--- src/pdt_regs.vh ---
// Purpose: Register map and field constants for the programmable down timer.
// Assumes: Eight-bit register port with an eight-bit address.
// Notes:   Included by the timer core only.
`ifndef PDT_REGS_VH
`define PDT_REGS_VH

// ----------------------------------------
// Register offsets
// ----------------------------------------
`define PDT_ADDR_CONFIG 8'hB0
`define PDT_ADDR_CNT_HIGH 8'hB1
`define PDT_ADDR_CNT_LOW 8'hB2

// ----------------------------------------
// Fields and reset values
// ----------------------------------------
`define PDT_CFG_START_BIT 0
`define PDT_CFG_ONESHOT_BIT 1
`define PDT_CNT_WIDTH 13
`define PDT_HIGH_BITS 5
`define PDT_RST_CONFIG 2'h0
`define PDT_RST_CNT_HIGH 5'h00
`define PDT_RST_CNT_LOW 8'h00

`endif

--- src/pdt_timer.v ---
// Purpose: Thirteen-bit programmable down timer with terminal count pulse.
// Assumes: Register port is synchronous to clk_sys_i; one timer clock per edge.
// Notes:   Terminal count output is registered; reserved bits read as zero.
//
// How it works
// - Thirteen-bit counter decrements each clock and drives a terminal count output.
// - Setting start bit 0 of the config register begins counting.
// - Each start first loads the count from both data registers, then counts down.
// - Counter decrements until zero, ending one full count cycle.
// - At terminal count the output is high for one clock; with a zero count and one-shot clear it stays high.
// - Output low for loaded count clocks; period is count plus one.
// - One-shot bit 1 set: run one cycle, stop, clear start bit.
// - One-shot clear: reload from data registers each cycle and repeat.
// - Setting start again after a one-shot restarts from a fresh full count.
// - High data register holds count bits 12 to 8 in bits 4 to 0.
// - Low data register holds count bits 7 to 0.
`include "pdt_regs.vh"

module pdt_timer #(
  parameter CNT_W = `PDT_CNT_WIDTH
) (
  // Clock and reset
  input wire clk_sys_i,
  input wire rst_i,
  // Register port
  input wire [7:0] reg_addr_i,
  input wire reg_wr_i,
  input wire reg_rd_i,
  input wire [7:0] reg_wdata_i,
  output wire [7:0] reg_rdata_o,
  // Timer output
  output wire terminal_count_out_o
);

  // ----------------------------------------
  // Registers
  // ----------------------------------------
  reg start_ff;
  reg oneshot_ff;
  reg [4:0] cnt_high_ff;
  reg [7:0] cnt_low_ff;
  reg [CNT_W-1:0] count_ff;
  reg loaded_ff;
  reg tc_ff;
  reg [7:0] rdata_ff;

  reg nxt_start;
  reg [CNT_W-1:0] nxt_count;
  reg nxt_loaded;
  reg nxt_tc;
  reg [7:0] nxt_rdata;

  wire [CNT_W-1:0] full_count;
  wire wr_cfg;
  wire wr_start;

  // Upper data bits.
  // Lower data bits.
  assign full_count = {cnt_high_ff, cnt_low_ff};
  assign wr_cfg = reg_wr_i && (reg_addr_i == `PDT_ADDR_CONFIG);
  assign wr_start = wr_cfg && reg_wdata_i[`PDT_CFG_START_BIT];

  // ----------------------------------------
  // Count engine
  // ----------------------------------------
  always @* begin
    nxt_start = start_ff;
    nxt_count = count_ff;
    nxt_loaded = loaded_ff;
    nxt_tc = 1'b0;
    if (!start_ff) begin
      // Halt while stopped.
      nxt_loaded = 1'b0;
    end else if (!loaded_ff) begin
      // Load on start.
      nxt_count = full_count;
      nxt_loaded = 1'b1;
      nxt_tc = (full_count == {CNT_W{1'b0}});
      if (nxt_tc && oneshot_ff) begin
        nxt_start = 1'b0;
        nxt_loaded = 1'b0;
      end
    end else if (count_ff == {CNT_W{1'b0}}) begin
      // Reload and repeat.
      nxt_count = full_count;
      nxt_tc = (full_count == {CNT_W{1'b0}});
      if (nxt_tc && oneshot_ff) begin
        nxt_start = 1'b0;
        nxt_loaded = 1'b0;
      end
    end else begin
      // Decrement per clock.
      // Run down to zero.
      nxt_count = count_ff - {{(CNT_W-1){1'b0}}, 1'b1};
      // One-clock terminal pulse.
      // Low for count clocks.
      nxt_tc = (nxt_count == {CNT_W{1'b0}});
      if (nxt_tc && oneshot_ff) begin
        // One-shot self clear.
        nxt_start = 1'b0;
        nxt_loaded = 1'b0;
      end
    end
    // Software start wins over self clear.
    // Restart reloads fully.
    if (wr_cfg) begin
      nxt_start = reg_wdata_i[`PDT_CFG_START_BIT];
      // A stop write suppresses any pulse due on the same edge.
      if (!reg_wdata_i[`PDT_CFG_START_BIT]) begin
        nxt_tc = 1'b0;
      end
      if (wr_start && !start_ff) begin
        nxt_loaded = 1'b0;
      end
    end
  end

  // ----------------------------------------
  // Read mux
  // ----------------------------------------
  always @* begin
    nxt_rdata = rdata_ff;
    if (reg_rd_i) begin
      case (reg_addr_i)
        `PDT_ADDR_CONFIG: nxt_rdata = {6'h00, oneshot_ff, start_ff};
        `PDT_ADDR_CNT_HIGH: nxt_rdata = {3'h0, cnt_high_ff};
        `PDT_ADDR_CNT_LOW: nxt_rdata = cnt_low_ff;
        default: nxt_rdata = 8'h00;
      endcase
    end
  end

  // ----------------------------------------
  // State update
  // ----------------------------------------
  // Reserved bits are dropped on write, so the obligation cannot corrupt state.
  always @(posedge clk_sys_i) begin
    if (rst_i) begin
      start_ff <= 1'b0;
      oneshot_ff <= 1'b0;
      cnt_high_ff <= `PDT_RST_CNT_HIGH;
      cnt_low_ff <= `PDT_RST_CNT_LOW;
      count_ff <= {CNT_W{1'b0}};
      loaded_ff <= 1'b0;
      tc_ff <= 1'b0;
      rdata_ff <= 8'h00;
    end else begin
      start_ff <= nxt_start;
      count_ff <= nxt_count;
      loaded_ff <= nxt_loaded;
      tc_ff <= nxt_tc;
      rdata_ff <= nxt_rdata;
      if (wr_cfg) begin
        oneshot_ff <= reg_wdata_i[`PDT_CFG_ONESHOT_BIT];
      end
      if (reg_wr_i && (reg_addr_i == `PDT_ADDR_CNT_HIGH)) begin
        cnt_high_ff <= reg_wdata_i[4:0];
      end
      if (reg_wr_i && (reg_addr_i == `PDT_ADDR_CNT_LOW)) begin
        cnt_low_ff <= reg_wdata_i;
      end
    end
  end

  assign reg_rdata_o = rdata_ff;
  assign terminal_count_out_o = tc_ff;

endmodule // pdt_timer
--- config.mk ---
export PLATFORM = sky130hd
export DESIGN_NAME = pdt_timer
export DESIGN_NICKNAME = d
export VERILOG_FILES = /design/src/pdt_timer.v
export VERILOG_INCLUDE_DIRS = /design/src /design/src/src
export SDC_FILE = /design/constraint.sdc
export NUM_CORES = 1
export LEC_CHECK = 0
export BUFFER_PORTS_ARGS = -buffer_cell sky130_fd_sc_hd__buf_2
export CAP_MARGIN = 10
export CORE_UTILIZATION = 56
export CTS_CLUSTER_SIZE = 30
export DETAILED_ROUTE_END_ITERATION = 6
export PLACE_DENSITY = 0.85
export SYNTH_ARGS = -nofsm -noshare
export SYNTH_HDL_FRONTEND = slang
export SYNTH_SLANG_ARGS = --single-unit
--- constraint.sdc ---
create_clock -name clk_sys_i -period 3.02 [get_ports clk_sys_i]
set_clock_uncertainty 0.05 [all_clocks]
set_input_delay 0.453 -clock clk_sys_i [delete_from_list [all_inputs] [get_ports clk_sys_i]]
set_output_delay 0.453 -clock clk_sys_i [all_outputs]
set_load 0.01 [all_outputs]
==> results.sh <==
export IMPL_start_util=0.593
export IMPL_drc_errors=0
export IMPL_relSlewSlack=0.341
export IMPL_cp_max_fo=9
export IMPL_nets=291
export IMPL_rsz0062_at_grt="no"
export IMPL_clkTransAtPathRegs_ps=130
export IMPL_crit_type="reg -> reg"
export IMPL_synth_flop_cell="dfxtp_1"
export IMPL_post_cts_resized=0
export IMPL_cts_hold_buf=0
export IMPL_cts_buffer_depth=2
export IMPL_synth_area_um2=2000
export IMPL_track_usage=0.279
export IMPL_setup_violations=0
export IMPL_cts_inserted_buffers=5
export IMPL_fin_tns_setup_ps=0
export IMPL_routedWlPerCell_um=15.0
export IMPL_ys_types=42
export IMPL_overflow=0
export IMPL_arrival_ps=2980
export IMPL_grt_pass1_vias=1673
export IMPL_dpl_hpwl_mm=3.36
export IMPL_dr_pass1_iters=4
export IMPL_ant_nets=0
export IMPL_min_path_type="in -> reg"
export IMPL_io_pins=29
export IMPL_fmax_mhz=360
export IMPL_die_area_um2=3810
export IMPL_drtIter0Drc=118
export IMPL_busiest_layer="met2"
export IMPL_setup_ws_ps=245
export IMPL_worst_ep_required_time_ps=3230
export IMPL_avgSynthCellArea_um2=8.21
export IMPL_final_common_cell="dfxtp_1"
export IMPL_antenna_found_initial=0
export IMPL_die_y_um=61.7
export IMPL_use_met1=0.365
export IMPL_vias=1894
export IMPL_seq_area_um2=761
export IMPL_final_cell_mix="dfxtp_1, nor2_1, buf_2"
export IMPL_powerDensity_nw_per_um2=398
export IMPL_fillCellCount=311
export IMPL_multi_input_area_um2=1170
export IMPL_fin_crit_ps=2780
export IMPL_use_met3=0.0559
export IMPL_core_area_um2=3360
export IMPL_cts_num_sinks=38
export IMPL_async_reset_ff_frac=0
export IMPL_htree_levels=2
export IMPL_rows=21
export IMPL_status="completed"
export IMPL_maxSlewViolCount=0
export IMPL_gp_congestion=0.931
export IMPL_finalInstanceArea_um2=2250
export IMPL_period_share=0.919
export IMPL_synthCells=243
export IMPL_portBuffers=28
export IMPL_hold_viol_final=0
export IMPL_end_kind="register"
export IMPL_yosysSeqAreaShare=0.381
export IMPL_grt_pass1_wl_mm=7.74
export IMPL_start_kind="register"
export IMPL_dp_slack_ps=277
export IMPL_ys_ff_latch=38
export IMPL_worst_slew_pin_slew_ps=985
export IMPL_syn_num_nets=265
export IMPL_place_area_um2=2170
export IMPL_cts_tree="yes"
export IMPL_area_growth_pct=12.9
export IMPL_grt_use_met2=0.462
export IMPL_n_antenna_cell=0
export IMPL_cts_root_buf="clkbuf_4"
export IMPL_hold_depth=3
export IMPL_avgViaCountPerCell=5.99
export IMPL_irDropWorstVdd_mv=0.299
export IMPL_post_cts_setup_buffer_count=0
export IMPL_ys_warnings_count=0
export IMPL_p_leak_nw=0.943
export IMPL_fp_dieW_um=61.7
export IMPL_cap_violations=0
export IMPL_grt_max_degree=38
export IMPL_finalWirelength_mm=4.73
export IMPL_final_layout_size_suffix_gt1_frac=0.159
export IMPL_reg2reg_depth=7
export IMPL_synth_edf_count=0
export IMPL_insertion_delay_ps=360
==> per-layer routing <==
layer,routed length (um),share of wire
met1,2130,0.45
met2,2270,0.48
met3,260,0.055
met4,66,0.014
met5,0,0
==> path summary, 6_finish.rpt <==
check / to / start / slack [ps]
hold / removal: cnt_low_ff[6] / reg_wdata_i[6] / 270
hold reg to reg: reg_rdata_o[3] / reg_rdata_o[3] / 430
setup / recovery: start_ff / count_ff[0] / 240
setup reg to reg: start_ff / count_ff[0] / 240
==> cells by family after synthesis <==
logic type               after synthesis  synth area share
multiplexers                          21             0.105
AO/OA/AOI/OAI                         58             0.189
adder cells (fa/ha/maj)                2            0.0125
buffers and inverters                 17            0.0326
flip-flops                            38             0.381
AND/OR/NAND/NOR                      107             0.279
==> Yosys cell counts (all sizes together) (3+ instances only) <==
| library cell | number | share of area |
|---|---|---|
| dfxtp | 38 | 0.38 |
| nor2 | 32 | 0.060 |
| mux2i | 21 | 0.11 |
| a21oi | 17 | 0.043 |
| nand2 | 13 | 0.024 |
| nand3 | 13 | 0.033 |
| o21ai | 13 | 0.033 |
| clkbuf | 10 | 0.019 |
| nand2b | 9 | 0.028 |
| nor3 | 9 | 0.023 |
| nor2b | 7 | 0.022 |
| nor4 | 6 | 0.022 |
| or3 | 6 | 0.019 |
| inv | 5 | 0.0094 |
| a22o | 4 | 0.018 |
| a31oi | 4 | 0.013 |
| o32ai | 3 | 0.013 |
| or4 | 3 | 0.013 |
==> state kept, by name (all words and copies together), names as in the netlist <==
signal and cells:
cnt_low_ff 8, reg_rdata_o 8, count_ff 13, start_ff 1, loaded_ff 1, oneshot_ff 1
terminal_count_out_o 1, cnt_high_ff 5
==> where the power goes <==
group	total (mW)	switching (mW)	leakage [nW]	internal (mW)
Sequential	0.502	0.000424	0.306	0.501
Clock	0.358	0.185	0.0374	0.174
Combinational	0.0360	0.0206	0.599	0.0154
==> final cells by class <==
class / instances / area share
multi-input combinational: 188 / 0.519
sequential: 38 / 0.338
timing repair buffer: 31 / 0.0722
tap: 46 / 0.0256
clock inverter: 3 / 0.0200
clock buffer: 5 / 0.0167
inverter: 5 / 0.00833
==> worst max-delay path: stages, from the launching register on <==
cell and delay (ps):
dfxtp_1 390, inv_1 100, ha_1 280, or4b_1 620, o21a_1 230, a2111oi_1 460
a31oi_1 200, a221o_1 340
==> metrics by stage <==
step / total power [mW] / utilization / hold WS [ps] / std cells
after floorplan: 0.529 / - / 390 / 243
after global placement: 0.549 / 0.645 / 407 / 308
after detailed placement: 0.549 / 0.645 / 411 / 308
after CTS: 0.900 / 0.670 / 268 / 316
after global routing: 0.920 / 0.670 / 288 / 316
final: 0.896 / 0.670 / 270 / 316
(Power assumes the default switching activity.)
